$ cat src/core/vcd_pkg.sv
/*
 * Shared constants for the video clock divider and demodulation delay block:
 * register offsets, field positions, reset values and timing counts.
 * Assumes a single clock domain; aclk stands in for the 96 MHz PLL clock.
 */
package vcd_pkg;
    // Register byte offsets on the AXI4-Lite slave
    localparam logic [3:0] VCD_OFS_DIV_CFG  = 4'h0;  // video_clock_divider_config
    localparam logic [3:0] VCD_OFS_DMD_DLY  = 4'h4;  // demod_path_delay
    localparam logic [3:0] VCD_OFS_STATUS   = 4'h8;  // applied settings, read only
    // Divider config fields
    localparam int         VCD_DIV_LSB      = 0;
    localparam int         VCD_DIV_W        = 5;
    localparam int         VCD_SKEW_BIT     = 7;
    localparam logic [4:0] VCD_DIV_RESET    = 5'h03;  // 96 MHz / 4 = 24 MHz
    localparam logic [4:0] VCD_DIV_MIN      = 5'h01;  // 48 MHz
    localparam logic [4:0] VCD_DIV_MAX      = 5'h1f;  // 3 MHz
    // Demodulation delay
    localparam logic [7:0] VCD_DLY_RESET    = 8'h00;
    localparam int         VCD_DLY_MAX      = 12;
    localparam int         VCD_DLY_W        = 4;
    // Status fields
    localparam int         VCD_ST_DLY_LSB   = 0;
    localparam int         VCD_ST_DIV_LSB   = 8;
    localparam int         VCD_ST_CLK_BIT   = 16;
    // Timing: the skew delay in ns against the clock period
    localparam int         VCD_CLK_PERIOD_NS = 100;
    localparam int         VCD_SKEW_NS       = 2;
    localparam int         VCD_SKEW_CYC_RAW  =
        (VCD_SKEW_NS + VCD_CLK_PERIOD_NS - 1) / VCD_CLK_PERIOD_NS;
    localparam int         VCD_SKEW_CYC      = (VCD_SKEW_CYC_RAW < 1) ? 1 : VCD_SKEW_CYC_RAW;
    // AXI responses
    localparam logic [1:0] VCD_RESP_OKAY    = 2'h0;
    localparam logic [1:0] VCD_RESP_SLVERR  = 2'h2;
endpackage

$ cat src/core/vcd_dly_if.sv
/*
 * Carrier between the top module and the demodulation delay line.
 * Assumes both ends sit on the same clock.
 */
interface vcd_dly_if #(parameter int SEL_W = 4);
    logic             sample_in;  // Demodulation signal entering the line
    logic [SEL_W-1:0] sel;        // Applied delay in clocks
    logic             tap;        // Selected delayed sample
    modport ctrl (output sample_in, output sel, input tap);
    modport line (input sample_in, input sel, output tap);
endinterface

$ cat src/core/vcd_delay_line.sv
/*
 * Tapped shift register for the demodulation path.
 * Assumes sel never exceeds MAX_DLY; the top clamps it.
 */
module vcd_delay_line #(
    parameter int MAX_DLY = 12
) (
    input  wire logic aclk,
    input  wire logic aresetn,
    vcd_dly_if.line   dl
);
    import vcd_pkg::*;

    logic [MAX_DLY:1] hist_q;  // hist_q[k] holds the input from k clocks ago
    logic [MAX_DLY:1] hist_d;

    // Refuse at elaboration a depth that the tap select cannot address
    if (MAX_DLY < 1 || MAX_DLY >= (1 << $bits(dl.sel))) begin : g_bad_depth
        $error("vcd_delay_line: MAX_DLY does not fit sel");
    end

    // Shift by one stage per clock; delay is pure counted periods, no analog part
    always_comb begin
        hist_d[1] = dl.sample_in;
    end
    for (genvar k = 2; k <= MAX_DLY; k++) begin : g_stage
        always_comb begin
            hist_d[k] = hist_q[k-1];
        end
    end

    always_ff @(posedge aclk) begin
        if (!aresetn) begin
            hist_q <= '0;
        end else begin
            hist_q <= hist_d;
        end
    end

    // Tap zero bypasses the line entirely
    always_comb begin
        if (dl.sel == '0) begin
            dl.tap = dl.sample_in;
        end else begin
            dl.tap = hist_q[dl.sel];
        end
    end
endmodule

$ cat src/core/vcd_top.sv
/*
 * Video pixel clock divider with edge skew, plus programmable demodulation
 * path delay, both configured over an AXI4-Lite slave.
 * Assumes aclk is the PLL clock and demod_in comes from logic on aclk.
 */
// Function
// - Pixel clock is PLL clock over divider+1
// - Divider resets to 3, 24 MHz
// - Skew enable delays pixel clock edge
// - Without skew, clock edge centred on data
// - Demod path delayed by programmed periods
// - Zero means none, n means n clocks, plus one output register clock
// - Each delay step is one PLL period
// - Delay from counted clocks, temperature independent
module vcd_top (
    input  wire logic        aclk,
    input  wire logic        aresetn,
    input  wire logic [3:0]  s_axi_awaddr,
    input  wire logic        s_axi_awvalid,
    output logic             s_axi_awready,
    input  wire logic [31:0] s_axi_wdata,
    input  wire logic [3:0]  s_axi_wstrb,
    input  wire logic        s_axi_wvalid,
    output logic             s_axi_wready,
    output logic [1:0]       s_axi_bresp,
    output logic             s_axi_bvalid,
    input  wire logic        s_axi_bready,
    input  wire logic [3:0]  s_axi_araddr,
    input  wire logic        s_axi_arvalid,
    output logic             s_axi_arready,
    output logic [31:0]      s_axi_rdata,
    output logic [1:0]       s_axi_rresp,
    output logic             s_axi_rvalid,
    input  wire logic        s_axi_rready,
    input  wire logic        demod_in,
    output logic             demod_out,
    output logic             video_pixel_clock_out,
    output logic             video_launch
);
    import vcd_pkg::*;

    // Register file
    logic [7:0]  div_cfg_q, div_cfg_d;     // video_clock_divider_config
    logic [7:0]  dly_cfg_q, dly_cfg_d;     // demod_path_delay
    // AXI write side
    logic        aw_have_q, aw_have_d;     // Address held, waiting for data
    logic [3:0]  aw_addr_q, aw_addr_d;
    logic        w_have_q, w_have_d;       // Data held, waiting for address
    logic [31:0] w_data_q, w_data_d;
    logic        w_strb0_q, w_strb0_d;
    logic        bvalid_q, bvalid_d;
    logic [1:0]  bresp_q, bresp_d;
    // AXI read side
    logic        rvalid_q, rvalid_d;
    logic [31:0] rdata_q, rdata_d;
    logic [1:0]  rresp_q, rresp_d;
    // Ready flags kept as flops so every port comes straight from a register
    logic        awrdy_q, awrdy_d;
    logic        wrdy_q, wrdy_d;
    logic        arrdy_q, arrdy_d;
    // Divider
    logic [4:0]  cnt_q, cnt_d;             // Position within one pixel clock period
    logic [4:0]  div_eff_q, div_eff_d;     // Divider in force for this period
    logic        clk_pre_q, clk_pre_d;     // Unskewed clock, one stage early
    logic        vclk_q, vclk_d;
    logic        launch_q, launch_d;
    // Demod
    logic        dmd_q, dmd_d;
    logic [3:0]  dly_app;                  // Clamped delay
    logic [4:0]  div_req, half;
    logic        raw_clk;

    vcd_dly_if #(.SEL_W(VCD_DLY_W)) dl_if ();

    vcd_delay_line #(.MAX_DLY(VCD_DLY_MAX)) u_line (
        .aclk    (aclk),
        .aresetn (aresetn),
        .dl      (dl_if.line)
    );

    // Refuse at elaboration a skew that the single extra stage cannot serve
    if (VCD_SKEW_CYC != 1) begin : g_bad_skew
        $error("vcd_top: skew stage supports exactly one clock");
    end

    // Clamp the delay so an oversized write still lands on the longest tap
    always_comb begin
        if (dly_cfg_q > 8'(VCD_DLY_MAX)) begin
            dly_app = 4'(VCD_DLY_MAX);
        end else begin
            dly_app = dly_cfg_q[3:0];
        end
        dl_if.sample_in = demod_in;
        dl_if.sel       = dly_app;
        dmd_d           = dl_if.tap;
    end

    // Divider request; 0 would give no clock at all, so it is served as 1
    always_comb begin
        div_req = div_cfg_q[VCD_DIV_LSB +: VCD_DIV_W];
        if (div_req < VCD_DIV_MIN) begin
            div_req = VCD_DIV_MIN;
        end
        half    = 5'((6'(div_eff_q) + 6'h01) >> 1);
        raw_clk = (cnt_q >= half);
    end

    // Counter wraps at div_eff; a new divider only takes hold at the wrap,
    // so only a write that sets or clears the skew bit can produce a runt pulse on the pixel clock
    always_comb begin
        div_eff_d = div_eff_q;
        if (cnt_q >= div_eff_q) begin
            cnt_d     = 5'h00;
            div_eff_d = div_req;
        end else begin
            cnt_d = cnt_q + 5'h01;
        end
        // Data launches at count 0, clock rises mid-window
        launch_d  = (cnt_q == 5'h00);
        clk_pre_d = raw_clk;
        // Skew adds one stage; a fine 2 ns trim is not possible in clocked logic
        if (div_cfg_q[VCD_SKEW_BIT]) begin
            vclk_d = clk_pre_q;
        end else begin
            vclk_d = raw_clk;
        end
    end

    // AXI write path: address and data accepted in either order
    always_comb begin
        aw_have_d = aw_have_q;
        aw_addr_d = aw_addr_q;
        w_have_d  = w_have_q;
        w_data_d  = w_data_q;
        w_strb0_d = w_strb0_q;
        bvalid_d  = bvalid_q;
        bresp_d   = bresp_q;
        div_cfg_d = div_cfg_q;
        dly_cfg_d = dly_cfg_q;
        if (s_axi_awvalid && !aw_have_q) begin
            aw_have_d = 1'b1;
            aw_addr_d = s_axi_awaddr;
        end
        if (s_axi_wvalid && !w_have_q) begin
            w_have_d  = 1'b1;
            w_data_d  = s_axi_wdata;
            w_strb0_d = s_axi_wstrb[0];
        end
        if (bvalid_q && s_axi_bready) begin
            bvalid_d = 1'b0;
        end
        // Commit once both halves are held and no response is pending
        if (aw_have_q && w_have_q && !bvalid_q) begin
            aw_have_d = 1'b0;
            w_have_d  = 1'b0;
            bvalid_d  = 1'b1;
            bresp_d   = VCD_RESP_OKAY;
            case (aw_addr_q)
                VCD_OFS_DIV_CFG: begin
                    if (w_strb0_q) div_cfg_d = w_data_q[7:0];
                end
                VCD_OFS_DMD_DLY: begin
                    if (w_strb0_q) dly_cfg_d = w_data_q[7:0];
                end
                VCD_OFS_STATUS: begin
                    bresp_d = VCD_RESP_OKAY;  // Read-only, write ignored
                end
                default: begin
                    bresp_d = VCD_RESP_SLVERR;
                end
            endcase
        end
        // Ready mirrors the free slots of the next cycle
        awrdy_d = !aw_have_d;
        wrdy_d  = !w_have_d;
    end

    // AXI read path: one cycle from address to data
    always_comb begin
        rvalid_d = rvalid_q;
        rdata_d  = rdata_q;
        rresp_d  = rresp_q;
        if (rvalid_q && s_axi_rready) begin
            rvalid_d = 1'b0;
        end
        if (s_axi_arvalid && !rvalid_q) begin
            rvalid_d = 1'b1;
            rresp_d  = VCD_RESP_OKAY;
            rdata_d  = 32'h0000_0000;
            case (s_axi_araddr)
                VCD_OFS_DIV_CFG: rdata_d[7:0] = div_cfg_q;
                VCD_OFS_DMD_DLY: rdata_d[7:0] = dly_cfg_q;
                VCD_OFS_STATUS: begin
                    rdata_d[VCD_ST_DLY_LSB +: 4] = dly_app;
                    rdata_d[VCD_ST_DIV_LSB +: 5] = div_eff_q;
                    rdata_d[VCD_ST_CLK_BIT]      = vclk_q;
                end
                default: rresp_d = VCD_RESP_SLVERR;
            endcase
        end
        arrdy_d = !rvalid_d;
    end

    // All design state registers; the check helper keeps its own
    always_ff @(posedge aclk) begin
        if (!aresetn) begin
            div_cfg_q <= {3'h0, VCD_DIV_RESET};
            dly_cfg_q <= VCD_DLY_RESET;
            aw_have_q <= 1'b0;
            aw_addr_q <= 4'h0;
            w_have_q  <= 1'b0;
            w_data_q  <= 32'h0000_0000;
            w_strb0_q <= 1'b0;
            bvalid_q  <= 1'b0;
            bresp_q   <= VCD_RESP_OKAY;
            rvalid_q  <= 1'b0;
            rdata_q   <= 32'h0000_0000;
            rresp_q   <= VCD_RESP_OKAY;
            cnt_q     <= 5'h00;
            div_eff_q <= VCD_DIV_RESET;
            clk_pre_q <= 1'b0;
            vclk_q    <= 1'b0;
            launch_q  <= 1'b0;
            dmd_q     <= 1'b0;
            awrdy_q   <= 1'b1;
            wrdy_q    <= 1'b1;
            arrdy_q   <= 1'b1;
        end else begin
            div_cfg_q <= div_cfg_d;
            dly_cfg_q <= dly_cfg_d;
            aw_have_q <= aw_have_d;
            aw_addr_q <= aw_addr_d;
            w_have_q  <= w_have_d;
            w_data_q  <= w_data_d;
            w_strb0_q <= w_strb0_d;
            bvalid_q  <= bvalid_d;
            bresp_q   <= bresp_d;
            rvalid_q  <= rvalid_d;
            rdata_q   <= rdata_d;
            rresp_q   <= rresp_d;
            cnt_q     <= cnt_d;
            div_eff_q <= div_eff_d;
            clk_pre_q <= clk_pre_d;
            vclk_q    <= vclk_d;
            launch_q  <= launch_d;
            dmd_q     <= dmd_d;
            awrdy_q   <= awrdy_d;
            wrdy_q    <= wrdy_d;
            arrdy_q   <= arrdy_d;
        end
    end

    assign s_axi_awready         = awrdy_q;
    assign s_axi_wready          = wrdy_q;
    assign s_axi_bvalid          = bvalid_q;
    assign s_axi_bresp           = bresp_q;
    assign s_axi_arready         = arrdy_q;
    assign s_axi_rvalid          = rvalid_q;
    assign s_axi_rdata           = rdata_q;
    assign s_axi_rresp           = rresp_q;
    assign demod_out             = dmd_q;
    assign video_pixel_clock_out = vclk_q;
    assign video_launch          = launch_q;

    // Helper: clocks since the last launch, for the period check
    // A new divider is already in force when the launch that closes the
    // old period shows, so the closed period is judged by the stored one
    logic [5:0] per_q;
    logic       seen_q;
    logic [4:0] div_last_q;  // Divider of the period that the next launch closes
    always_ff @(posedge aclk) begin
        if (!aresetn) begin
            per_q      <= 6'h00;
            seen_q     <= 1'b0;
            div_last_q <= VCD_DIV_RESET;
        end else begin
            per_q      <= launch_q ? 6'h01 : per_q + 6'h01;
            seen_q     <= seen_q | launch_q;
            div_last_q <= launch_q ? div_eff_q : div_last_q;
        end
    end

    property p_div_reset;
        @(posedge aclk) !aresetn |=> (div_cfg_q[4:0] == 5'h03) && (div_eff_q == 5'h03);
    endproperty
    a_div_reset: assert property (p_div_reset) else $error("divider not 3 after reset");

    property p_period;
        @(posedge aclk) disable iff (!aresetn)
            (launch_q && seen_q) |-> (per_q == 6'(div_last_q) + 6'h01);
    endproperty
    a_period: assert property (p_period) else $error("pixel clock period not div+1");

    property p_div_min;
        @(posedge aclk) disable iff (!aresetn) div_eff_q >= 5'h01;
    endproperty
    a_div_min: assert property (p_div_min) else $error("divider in force below 1");

    property p_centre;
        @(posedge aclk) disable iff (!aresetn)
            (launch_q && div_eff_q == 5'h03 && !div_cfg_q[7]) ##1 !div_cfg_q[7]
            ##1 !div_cfg_q[7] |-> $rose(vclk_q);
    endproperty
    a_centre: assert property (p_centre) else $error("clock edge not centred");

    property p_skew;
        @(posedge aclk) disable iff (!aresetn)
            (launch_q && div_eff_q == 5'h03 && div_cfg_q[7]) ##1 div_cfg_q[7]
            ##1 div_cfg_q[7] |-> !vclk_q ##1 $rose(vclk_q);
    endproperty
    a_skew: assert property (p_skew) else $error("skewed edge not one clock late");

    property p_dly_zero;
        @(posedge aclk) disable iff (!aresetn)
            (dly_cfg_q == 8'h00) |=> (demod_out == $past(demod_in));
    endproperty
    a_dly_zero: assert property (p_dly_zero) else $error("zero delay not bypassed");

    property p_dly_max;
        @(posedge aclk) disable iff (!aresetn)
            (dly_cfg_q >= 8'h0c)[*8] ##1 (dly_cfg_q >= 8'h0c)[*6]
            |-> (demod_out == $past(demod_in, 13));
    endproperty
    a_dly_max: assert property (p_dly_max) else $error("delay not clamped to 12");

    property p_dly_five;
        @(posedge aclk) disable iff (!aresetn)
            (dly_cfg_q == 8'h05)[*7] |-> (demod_out == $past(demod_in, 6));
    endproperty
    a_dly_five: assert property (p_dly_five) else $error("delay of 5 clocks wrong");

    property p_bhold;
        @(posedge aclk) disable iff (!aresetn)
            (s_axi_bvalid && !s_axi_bready) |=> s_axi_bvalid && $stable(s_axi_bresp);
    endproperty
    a_bhold: assert property (p_bhold) else $error("write response dropped");
endmodule

$ cat config.mk
export PLATFORM = sky130hd
export DESIGN_NAME = vcd_top
export DESIGN_NICKNAME = d
export VERILOG_FILES = /design/src/core/vcd_pkg.sv /design/src/core/vcd_dly_if.sv /design/src/core/vcd_delay_line.sv /design/src/core/vcd_top.sv
export SDC_FILE = /design/constraint.sdc
export NUM_CORES = 1
export LEC_CHECK = 0
export CORE_MARGIN = 2
export CORE_UTILIZATION = 35
export CTS_CLUSTER_SIZE = 25
export DETAILED_ROUTE_END_ITERATION = 8
export DONT_BUFFER_PORTS = 1
export GPL_TIMING_DRIVEN = 0
export PLACE_DENSITY = 0.51
export SLEW_MARGIN = 40
export SYNTH_ARGS = -nofsm -noshare
export SYNTH_HDL_FRONTEND = slang
export SYNTH_SLANG_ARGS = --single-unit
$ cat constraint.sdc
create_clock -name aclk -period 2.9 [get_ports aclk]
set_clock_uncertainty 0.2 [all_clocks]
set_input_delay 0.58 -clock aclk [delete_from_list [all_inputs] [get_ports aclk]]
set_output_delay 0.58 -clock aclk [all_outputs]
set_load 0.02 [all_outputs]
# --- After elaboration in Yosys (flattened, before gate mapping) ---
# Index checks and enable logic that the tools add are counted.
op_classes:
  order_cmp: 5
  n_eq_ne: 4
  reduce_logical: 24
  addsub: 2
  muxes: 20
  bitwise: 1
op_table:
  columns: ["op", "count"]
  rows:
  - ["zero test 4 bit", 3]
  - ["2-to-1 mux 1 bit", 12]
  - ["one-hot mux 4 bit (3 select lines)", 1]
  - [">= comparator 5 bit", 2]
  - ["2-to-1 mux 5 bit", 2]
  - ["equality test 4 x 3 -> 1 bit, second input constant", 2]
  - ["equality test 4 bit, second input constant", 2]
  - ["> comparator 8 x 4 -> 1 bit, second input constant", 1]
  - ["one-hot mux 4 bit (2 select lines)", 1]
  - ["logical AND 1 bit", 7]
  - ["zero test 1 bit", 7]
  - ["adder 5 x 1 -> 6 bit, second input constant", 1]
  - ["AND reduction 3 bit", 2]
  - ["OR reduction 3 bit", 2]
  - ["adder 5 x 1 -> 5 bit, second input constant", 1]
  - ["zero test 5 bit", 1]
  - ["< comparator 4 x 5 -> 1 bit, second input constant", 1]
  - ["< comparator 5 x 1 -> 1 bit, second input constant", 1]
  - ["binary-select mux 1 bit (select 4 bit)", 1]
  - ["2-to-1 mux 2 bit", 2]
  - ["2-to-1 mux 4 bit", 1]
  - ["nonzero test 2 bit", 1]
  - ["OR reduction 2 bit", 1]
  - ["inverter 1 bit", 1]
word_totals:
  register_bits: 80
  output_inout_bits: 44

# --- Depth between registers and ports, before layout ---
# Gate-level depths: netlist (run 1).
depth:
  word_depth: 5
  depth_mapped: 8
  mapped_depth_nobuf: 7

# --- Modules after synthesis ---
# A second synthesis (run 1) with hierarchy kept.
hier_totals:
  hier_cells: 367
  hier_area_um2: 3533.4
by_module_without_submodules:
  columns: ["module", "seq_area_each_um2", "cells_per_inst", "n_inst", "area_per_inst_um2"]
  rows:
  - ["vcd_top", 1321.3, 331, 1, 3096.7]
  - ["vcd_delay_line", 240.2, 36, 1, 436.7]

# --- Worst setup path before layout (run 1) ---
# Ideal clock, no wire load.
synth_path:
  path_kind: "reg-to-reg"
  start: "reg div_eff_q[0]"
  end: "reg vclk_q, in the netlist video_pixel_clock_out"
  arrival_time_ns: 1.706
  required_time_ns: 2.571
  n_path_buf: 0
  period_less_slack_ns: 2.035
  stages_incl_launch_ff: 8
  setup_time_ns: 0.129
  setup_slack_ns: 0.865
  path_cell_list: "dfxtp_1 -> ha_1 -> ha_1 -> nand2b_1 -> a21o_1 -> a211o_1 -> a31oi_1 -> o31ai_1"
synth_via:
  elab_chain_len: 3
synth_lines:
  columns: ["item", "line", "text"]
  rows:
  - ["start: declaration", "vcd_top.sv:63", "logic [4:0] div_eff_q, div_eff_d;"]
  - ["start signal: assignment", "vcd_top.sv:242", "div_eff_q <= div_eff_d;"]
  - ["adder 5 x 1 -> 6 bit", "vcd_top.sv:104", "half = 5'((6'(div_eff_q) + 6'h01) >> 1);"]
  - [">= comparator 5 bit", "vcd_top.sv:105", "raw_clk = (cnt_q >= half);"]
  - ["2-to-1 mux 1 bit", "vcd_top.sv:122", "if (div_cfg_q[VCD_SKEW_BIT]) begin"]
  - ["end signal: assignment", "vcd_top.sv:244", "vclk_q <= vclk_d;"]
  - ["end: declaration", "vcd_top.sv:65", "logic vclk_q, vclk_d;"]
# Every way passes these cells.
# A chain may end at the register's enable or synchronous reset.

# --- Worst setup path after layout (run 1) ---
# Ends and elaborated chain as after synthesis.

==> flow_summary.yaml, run 1 <==
run_status:
  status: "finished, final reports clean"
yosys:
  ys_warn_count: 0
  ys.flop_type: "dfxtp_1"
  yosysSeqAreaShare: 0.463
  synth_enable_flop_cells: 0
  avgSynthCellArea_um2: 9.37
  syn_inst: 360
  post_synth_num_cell_types: 47
  synth_area_um2: 3370
  async_reset_ff_frac: 0
  ys_seq_elements: 78
worst_setup_path:
  crit_fanout: 6
  path_cells: "ha_1 -> ha_1 -> nand2b_1 -> a21o_1 -> a211o_1 -> a31oi_1 -> o31ai_1"
  end_kind: "flip-flop"
  critPathLaunchType: "flip-flop"
  cp.required_ns: 2.92
  path_delay_family: "compound AO/OA/AOI/OAI gates"
  cpMaxStageDelayCell: "dfxtp_1"
  cp.depth: 7
  worstSetupPathType: "reg -> reg"
  cp.arrival_ns: 2.37
  cp_slowest_stage_delay_ns: 0.47
  cp_num_buf_inv: 0
  reg2regPathDepth: 7
  crit_top_cell: "ha_1"
worst_hold_path:
  min_path_cells: 2
  hold_class: "in -> reg"
timing:
  post-route-min-period_ns: 2.36
  slew_violations: 0
  timing.hold.ws_ns: 0.159
  max_slew_margin: 0.459
  finalHoldViolations: 0
  tightest_slew_ns: 0.805
  finalSetupTns_ns: 0
  fmax_ghz: 0.425
  setup_violations: 0
  rsz0062_at_grt: "false"
  post-route-period-util: 0.812
routing:
  wl_um: 7160
  ant_nets: 0
  wl_per_cell_um: 13.7
  num_vias: 2387
  drtIter0Drc: 83
  drt_first_pass_iters: 4
  via_per_inst: 4.56
  drc_errors: 0
clocking:
  cts.sinks: 78
  clk_path_buf_depth: 2
  post_cts_buffers: 0
  cts_tree: "built"
  ctsHoldBuffers: 0
  clock_latency_ns: 0.35
  cts.clk_slew.worst_paths_ns: 0.09
  cts_root_buf: "clkbuf_8"
  cts_made_buffers: 9
  htreeDepth: 3
  post_cts_resize_count: 0
grt:
  grt_max_degree: 15
  antenna_found_initial: 0
  grt_usage: 0.143
  grt_pass1_vias: 2140
  grt_overflow_total: 0
  grt_pass1_wl_um: 11300
cells_and_area:
  nFillCells: 981
  final_nets: 455
  num_antenna_cells: 0
  area_growth_pct: 12.4
  drive_gt1_frac: 0.129
floorplan:
  dieWidth_um: 102
  die_h_um: 102
  num_rows: 35
  die_area_um2: 10400
  top_level_ports: 96
  initial_core_util: 0.363
  core_um2: 9280
place:
  dp_hpwl_um: 5280
  routabilityCongestion: 0.770
  port_buffers: 0
flow_run:
  drv_cap: 0
power:
  vdd_drop_max_mv: 0.301
  power_density_nw_per_um2: 599
  p_leak_nw: 1.59
[cell type report]
cell class / instances / area [µm²] / area share
clock inverter: 6 / 46.3 / 0.0122
sequential: 78 / 1560 / 0.412
clock buffer: 10 / 138 / 0.0363
inverter: 12 / 45.0 / 0.0119
multi-input combinational: 253 / 1600 / 0.422
tap: 129 / 161 / 0.0426
buffer: 36 / 239 / 0.0631
[layout by cell type (no fill, tap or decap), types with 4 or more instances in the layout]
cell type | Yosys | routed
dfxtp_1 | 78 | 78
nor2_1 | 49 | 49
nand2_1 | 32 | 32
mux2i_1 | 28 | 28
a21oi_1 | 20 | 20
buf_4 | 20 | 20
conb_1 | 1 | 20
and2_1 | 13 | 13
ha_1 | 13 | 13
clkbuf_1 | 12 | 12
clkbuf_8 | 2 | 12
inv_1 | 11 | 11
nand2b_1 | 8 | 8
a22oi_1 | 8 | 8
nor3_1 | 7 | 7
nand3_1 | 6 | 6
xnor2_1 | 4 | 4
or2_2 | 4 | 4
[power breakdown]
group          leakage (nW)  internal, mW  total (mW)  switching (mW)
clock                0.0889         0.338       0.751           0.413
combinational         0.864         0.141       0.321           0.179
sequential            0.635          1.13        1.20          0.0699
[registers in the layout (all words and copies together) (netlist names), 4 cells and up]
name	count
cnt_q	5
div_eff_q	5
u_line.hist_q	12
aw_addr_q	4
div_cfg_q	8
s_axi_rdata	14
dly_cfg_q	8
w_data_q	8
[synth_stat cells, drive strengths merged (11+ instances only)]
master / count / area share
buf: 22 / 0.049
nor2: 49 / 0.055
nand2: 32 / 0.036
mux2i: 28 / 0.083
and2: 13 / 0.024
ha: 13 / 0.048
a21oi: 20 / 0.030
inv: 11 / 0.012
dfxtp: 78 / 0.46
clkbuf: 14 / 0.022
[cells by family after synthesis]
| family | Yosys count | share of synthesized area |
|---|---|---|
| and+or+nand+nor | 133 | 0.192 |
| buffers and inverters | 48 | 0.0842 |
| muxes | 30 | 0.0965 |
| adders and majority gates | 13 | 0.0482 |
| xor gates and xnor gates | 6 | 0.0156 |
| DFF | 78 | 0.463 |
| AOI/OAI and AO/OA | 51 | 0.0994 |
| other | 1 | 0.00111 |
[metal layers]
layer | vias up | part of all wire | global-route usage
li1 | 1244 | - | -
met1 | 1081 | 0.48 | 0.194
met2 | 58 | 0.46 | 0.217
met3 | 4 | 0.061 | 0.0520
met4 | 0 | 0.0059 | 0.0338
met5 | - | 0 | 0
[per-stage QoR]
stage / worst slack, ns / instances / power, mW / instance area [µm²] / util
finish: 0.545 / 524 / 2.27 / 3790 / 0.408
global route: 0.385 / 524 / 2.40 / 3790 / 0.408
CTS: 0.555 / 524 / 2.30 / 3790 / 0.408
detailed placement: 0.584 / 508 / 1.54 / 3600 / 0.388
global placement: 0.588 / 508 / 1.54 / 3600 / 0.388
floorplan: 0.865 / 379 / 1.48 / 3440 / -
[worst register-to-register path, stage by stage (launching register included)]
cell	delay, ns
dfxtp_1	0.47
ha_1	0.28
ha_1	0.26
nand2b_1	0.14
a21o_1	0.18
a211o_1	0.29
a31oi_1	0.31
o31ai_1	0.10
[final timing paths]
check,startpoint,endpoint,slack [ns]
worst min-delay path,s_axi_wdata[4],w_data_q[4]$_SDFFE_PN0P_,0.16
worst max-delay path,div_eff_q[0]$_SDFFE_PN1P_,video_pixel_clock_out$_SDFF_PN0_,0.54
worst max register to register,div_eff_q[0]$_SDFFE_PN1P_,video_pixel_clock_out$_SDFF_PN0_,0.54
worst min register to register,u_line.hist_q[8]$_SDFF_PN0_,u_line.hist_q[9]$_SDFF_PN0_,0.26
Power figures use the tool's default switching activity.
==> inputs of run 2 (changes only) <==
==> constraint.sdc (replaced) <==
create_clock -name aclk -period 2.45 [get_ports aclk]
set_clock_uncertainty 0.2 [all_clocks]
set_input_delay 0.49 -clock aclk [delete_from_list [all_inputs] [get_ports aclk]]
set_output_delay 0.49 -clock aclk [all_outputs]
set_load 0.02 [all_outputs]
==> flow_summary.yaml, run 2 (synthesis gave the netlist of run 1 again) <==
floorplan:
  initial_core_util: 0.363
  dieWidth_um: 102
  top_level_ports: 96
  die_area_um2: 10400
  core_um2: 9280
  die_h_um: 102
  num_rows: 35
place:
  routabilityCongestion: 0.770
  port_buffers: 0
  pre_cts_ws_ns: 0.134
  dp_hpwl_um: 5280
worst_setup_path:
  worstSetupPathType: "reg -> reg"
  cp.required_ns: 2.47
  cp_slowest_stage_delay_ns: 0.47
  rr_startpoint: "div_eff_q[0]$_SDFFE_PN1P_"
  path_cells: "ha_1 -> ha_1 -> nand2b_1 -> a21o_1 -> a211o_1 -> a31oi_1 -> o31ai_1"
  crit_top_cell: "ha_1"
  cpMaxStageDelayCell: "dfxtp_1"
  critPathLaunchType: "flip-flop"
  r2r_end: "video_pixel_clock_out$_SDFF_PN0_"
  r2r_setup_slack_ns: 0.1
  reg2regPathDepth: 7
  cp.arrival_ns: 2.37
  crit_fanout: 6
  end_kind: "flip-flop"
clocking:
  cts_tree: "built"
  cts_root_buf: "clkbuf_8"
  clk_path_buf_depth: 2
  clock_latency_ns: 0.35
  ctsHoldBuffers: 0
  cts.sinks: 78
  post_cts_resize_count: 0
  htreeDepth: 3
  post_cts_buffers: 0
  cts.clk_slew.worst_paths_ns: 0.09
  cts_made_buffers: 9
timing:
  max_slew_margin: 0.454
  setup_slack_ns: 0.0960
  slew_violations: 0
  finalSetupTns_ns: 0
  fmax_ghz: 0.425
  tightest_slew_ns: 0.812
  post-route-period-util: 0.961
  finalHoldViolations: 0
  setup_violations: 0
  post-route-min-period_ns: 2.35
  rsz0062_at_grt: "false"
run_status:
  status: "finished, final reports clean"
cells_and_area:
  multi_input_area_um2: 1600
  nFillCells: 980
  layout_common_cells: "78 x dfxtp_1, 49 x nor2_1, 32 x nand2_1, 28 x mux2i_1"
  num_antenna_cells: 0
  register_area_um2: 1560
  largest_register_ffs: 14
  drive_gt1_frac: 0.132
  layout_commonest_cell: "dfxtp_1"
  final_nets: 455
  area_growth_pct: 12.5
flow_run:
  drv_cap: 0
power:
  internal_power_mw: 1.90
  power_density_nw_per_um2: 709
  p_leak_nw: 1.59
  netSwitchingFraction: 0.292
  vdd_drop_max_mv: 0.357
  combPwrFrac: 0.143
  switchingPower_uw: 786
  clock_power_share: 0.331
  power_frac_seq: 0.526
worst_hold_path:
  hold_end: "w_data_q[4]$_SDFFE_PN0P_"
  hp-start: "s_axi_wdata[4]"
  min_path_cells: 2
  hold_class: "in -> reg"
routing:
  drt_first_pass_iters: 4
  wl_um: 7170
  ant_nets: 0
  num_vias: 2390
  wl_per_cell_um: 13.7
  drc_errors: 0
  drtIter0Drc: 83
  via_per_inst: 4.56
grt:
  grt_pass1_wl_um: 11300
  grt_max_degree: 15
  grt_pass1_vias: 2140
  grt_usage: 0.143
  grt_overflow_total: 0
  antenna_found_initial: 0
[run 2: cell counts in the layout (fill, tap and decap cells not counted)]
Identical to the previous run, type by type.
[run 2: area by class of cell]
type / count / share of cell area
Inverter: 12 / 0.0119
Multi-Input combinational cell: 253 / 0.422
Buffer: 36 / 0.0630
Clock buffer: 10 / 0.0363
Sequential cell: 78 / 0.412
Clock inverter: 6 / 0.0122
Tap cell: 129 / 0.0426
[run 2: metal layers]
metal,track usage,wire length [µm],vias up
li1,-,-,1242
met1,0.194,3430,1090
met2,0.217,3270,54
met3,0.0520,417,4
met4,0.0338,42,0
met5,0,0,-
[run 2: worst max-delay path by stage]
stage | start | endpoint | slack (ns) | cells past startpoint
floorplan | div_eff_q[0]$_SDFFE_PN1P_ | video_pixel_clock_out$_SDFF_PN0_ | 0.42 | 7
global placement | div_eff_q[0]$_SDFFE_PN1P_ | video_pixel_clock_out$_SDFF_PN0_ | 0.14 | 7
detailed placement | div_eff_q[0]$_SDFFE_PN1P_ | video_pixel_clock_out$_SDFF_PN0_ | 0.13 | 7
CTS | div_eff_q[0]$_SDFFE_PN1P_ | video_pixel_clock_out$_SDFF_PN0_ | 0.11 | 7
global route | div_eff_q[0]$_SDFFE_PN1P_ | video_pixel_clock_out$_SDFF_PN0_ | 0.05 | 7
finish | div_eff_q[0]$_SDFFE_PN1P_ | video_pixel_clock_out$_SDFF_PN0_ | 0.1 | 7
[run 2: critical path: cells and delay by family (launching register included)]
kind            cells  cell delay (ns)
flops               1             0.47
simple gates        1             0.14
fa+ha+maj           2             0.54
compound gates      4             0.87
[run 2: power by group through the flow]
stage / clock (mW) / combinational (mW) / sequential [mW]
after global placement: 0 / 0.379 / 1.44
final: 0.889 / 0.384 / 1.42
after floorplan: 0 / 0.319 / 1.43
after CTS: 0.926 / 0.384 / 1.42
after detailed placement: 0 / 0.381 / 1.45
after global routing: 0.980 / 0.439 / 1.43
[run 2: through the flow]
step                cells   util  cell area (µm²)  hold slack, ns  power, mW
floorplan             379      -             3440           0.230       1.75
global placement      508  0.388             3600           0.242       1.82
detailed placement    508  0.388             3600           0.247       1.83
CTS                   524  0.408             3790          0.0441       2.73
global route          524  0.408             3790          0.0448       2.84
finish                524  0.408             3790          0.0687       2.69
==> inputs of run 3 (changes only) <==
==> constraint.sdc (replaced) <==
create_clock -name aclk -period 2.8 [get_ports aclk]
set_clock_uncertainty 0.2 [all_clocks]
set_input_delay 0.56 -clock aclk [delete_from_list [all_inputs] [get_ports aclk]]
set_output_delay 0.56 -clock aclk [all_outputs]
set_load 0.1 [all_outputs]
==> flow_summary.yaml, run 3 (synthesis gave the netlist of run 1 again) <==
timing:
  slew_violations: 0
  fmax_ghz: 0.422
  post-route-period-util: 0.847
  tightest_slew_ns: 0.809
  finalSetupTns_ns: 0
  finalHoldViolations: 0
  max_slew_margin: 0.456
  setup_slack_ns: 0.428
  rsz0062_at_grt: "false"
  post-route-min-period_ns: 2.37
  setup_violations: 0
clocking:
  cts_made_buffers: 9
  post_cts_resize_count: 0
  cts.clk_slew.worst_paths_ns: 0.08
  clock_latency_ns: 0.35
  cts_root_buf: "clkbuf_8"
  ctsHoldBuffers: 0
  clk_path_buf_depth: 2
  cts_tree: "built"
  cts.sinks: 78
  post_cts_buffers: 0
  htreeDepth: 3
worst_setup_path:
  critPathLaunchType: "flip-flop"
  cpMaxStageDelayCell: "dfxtp_2"
  path_cells: "nand2b_1 -> clkbuf_1 -> clkbuf_1 -> a22oi_1 -> nor2_1"
  cp_num_buf_inv: 2
  r2r_setup_slack_ns: 0.43
  rr_startpoint: "s_axi_rvalid$_SDFF_PN0_"
  end_kind: "flip-flop"
  crit_fanout: 10
  crit_top_cell: "clkbuf_1"
  cp_slowest_stage_delay_ns: 0.68
  path_delay_family: "buffers and inverters"
  r2r_end: "s_axi_rdata[16]$_SDFFE_PN0P_"
  cp.arrival_ns: 2.45
  reg2regPathDepth: 5
  cp.required_ns: 2.88
  worstSetupPathType: "reg -> reg"
floorplan:
  die_area_um2: 10400
  top_level_ports: 96
  die_h_um: 102
  dieWidth_um: 102
  initial_core_util: 0.363
  num_rows: 35
  core_um2: 9280
grt:
  grt_pass1_vias: 2193
  grt_pass1_wl_um: 11500
  antenna_found_initial: 0
  grt_max_degree: 14
  grt_overflow_total: 0
  grt_usage: 0.144
routing:
  wl_per_cell_um: 13.7
  via_per_inst: 4.60
  drt_first_pass_iters: 4
  num_vias: 2410
  drtIter0Drc: 76
  ant_nets: 0
  drc_errors: 0
  wl_um: 7190
worst_hold_path:
  hp-start: "s_axi_wdata[2]"
  hold_end: "w_data_q[2]$_SDFFE_PN0P_"
  hold_class: "in -> reg"
  min_path_cells: 2
place:
  pre_cts_ws_ns: 0.430
  dp_hpwl_um: 5250
  port_buffers: 0
  place_area_um2: 3630
  dpl.cell_count: 508
  routabilityCongestion: 0.770
cells_and_area:
  largest_register_ffs: 14
  layout_common_cells: "54 x dfxtp_1, 49 x nor2_1, 32 x nand2_1, 28 x mux2i_1, 24 x dfxtp_2"
  final_area_um2: 3830
  multi_input_area_um2: 1600
  layout_commonest_cell: "dfxtp_1"
  final_nets: 455
  drive_gt1_frac: 0.190
  area_growth_pct: 13.7
  nFillCells: 970
  register_area_um2: 1590
  num_antenna_cells: 0
  fin_cells: 524
power:
  vdd_drop_max_mv: 0.329
  power_density_nw_per_um2: 683
  p_leak_nw: 1.61
flow_run:
  drv_cap: 0
run_status:
  status: "finished, final reports clean"
run 3: power by group:
group          internal [mW]  switching (mW)
registers               1.17           0.186
clock network          0.433           0.408
logic                  0.147           0.277
run 3: how the worst max path moves through the flow:
| stage | start | to | slack (ns) | cells after the start |
|---|---|---|---|---|
| after CTS | s_axi_rvalid$_SDFF_PN0_ | s_axi_rdata[16]$_SDFFE_PN0P_ | 0.40 | 5 |
| after floorplan | s_axi_rvalid$_SDFF_PN0_ | s_axi_rdata[10]$_SDFFE_PN0P_ | 0.51 | 5 |
| after detailed placement | s_axi_rvalid$_SDFF_PN0_ | s_axi_rdata[16]$_SDFFE_PN0P_ | 0.43 | 5 |
| final | s_axi_rvalid$_SDFF_PN0_ | s_axi_rdata[16]$_SDFFE_PN0P_ | 0.43 | 5 |
| after global routing | s_axi_rvalid$_SDFF_PN0_ | s_axi_rdata[10]$_SDFFE_PN0P_ | 0.22 | 5 |
| after global placement | s_axi_rvalid$_SDFF_PN0_ | s_axi_rdata[16]$_SDFFE_PN0P_ | 0.12 | 5 |
run 3: stage by stage:
| step | total power, mW | utilization | hold slack [ns] |
|---|---|---|---|
| 2_1_floorplan | 1.73 | - | 0.230 |
| 3_3_place_gp | 1.80 | 0.388 | 0.242 |
| 3_5_place_dp | 1.81 | 0.392 | 0.249 |
| 4_1_cts | 2.66 | 0.413 | 0.112 |
| 5_1_grt | 2.75 | 0.413 | 0.124 |
| 6_report | 2.62 | 0.413 | 0.142 |
run 3: final cells by class:
cell class	count	area share
buffer	36	0.0623
multi-input combinational	253	0.417
clock buffer	10	0.0359
inverter	12	0.0117
tap	129	0.0421
sequential	78	0.415
clock inverter	6	0.0160
run 3: routing by layer:
| metal | GRT usage | wire, µm | vias to the layer above |
|---|---|---|---|
| li1 | - | - | 1246 |
| met1 | 0.197 | 3410 | 1096 |
| met2 | 0.217 | 3270 | 62 |
| met3 | 0.0506 | 461 | 6 |
| met4 | 0.0369 | 58 | 0 |
| met5 | 0 | 0 | - |
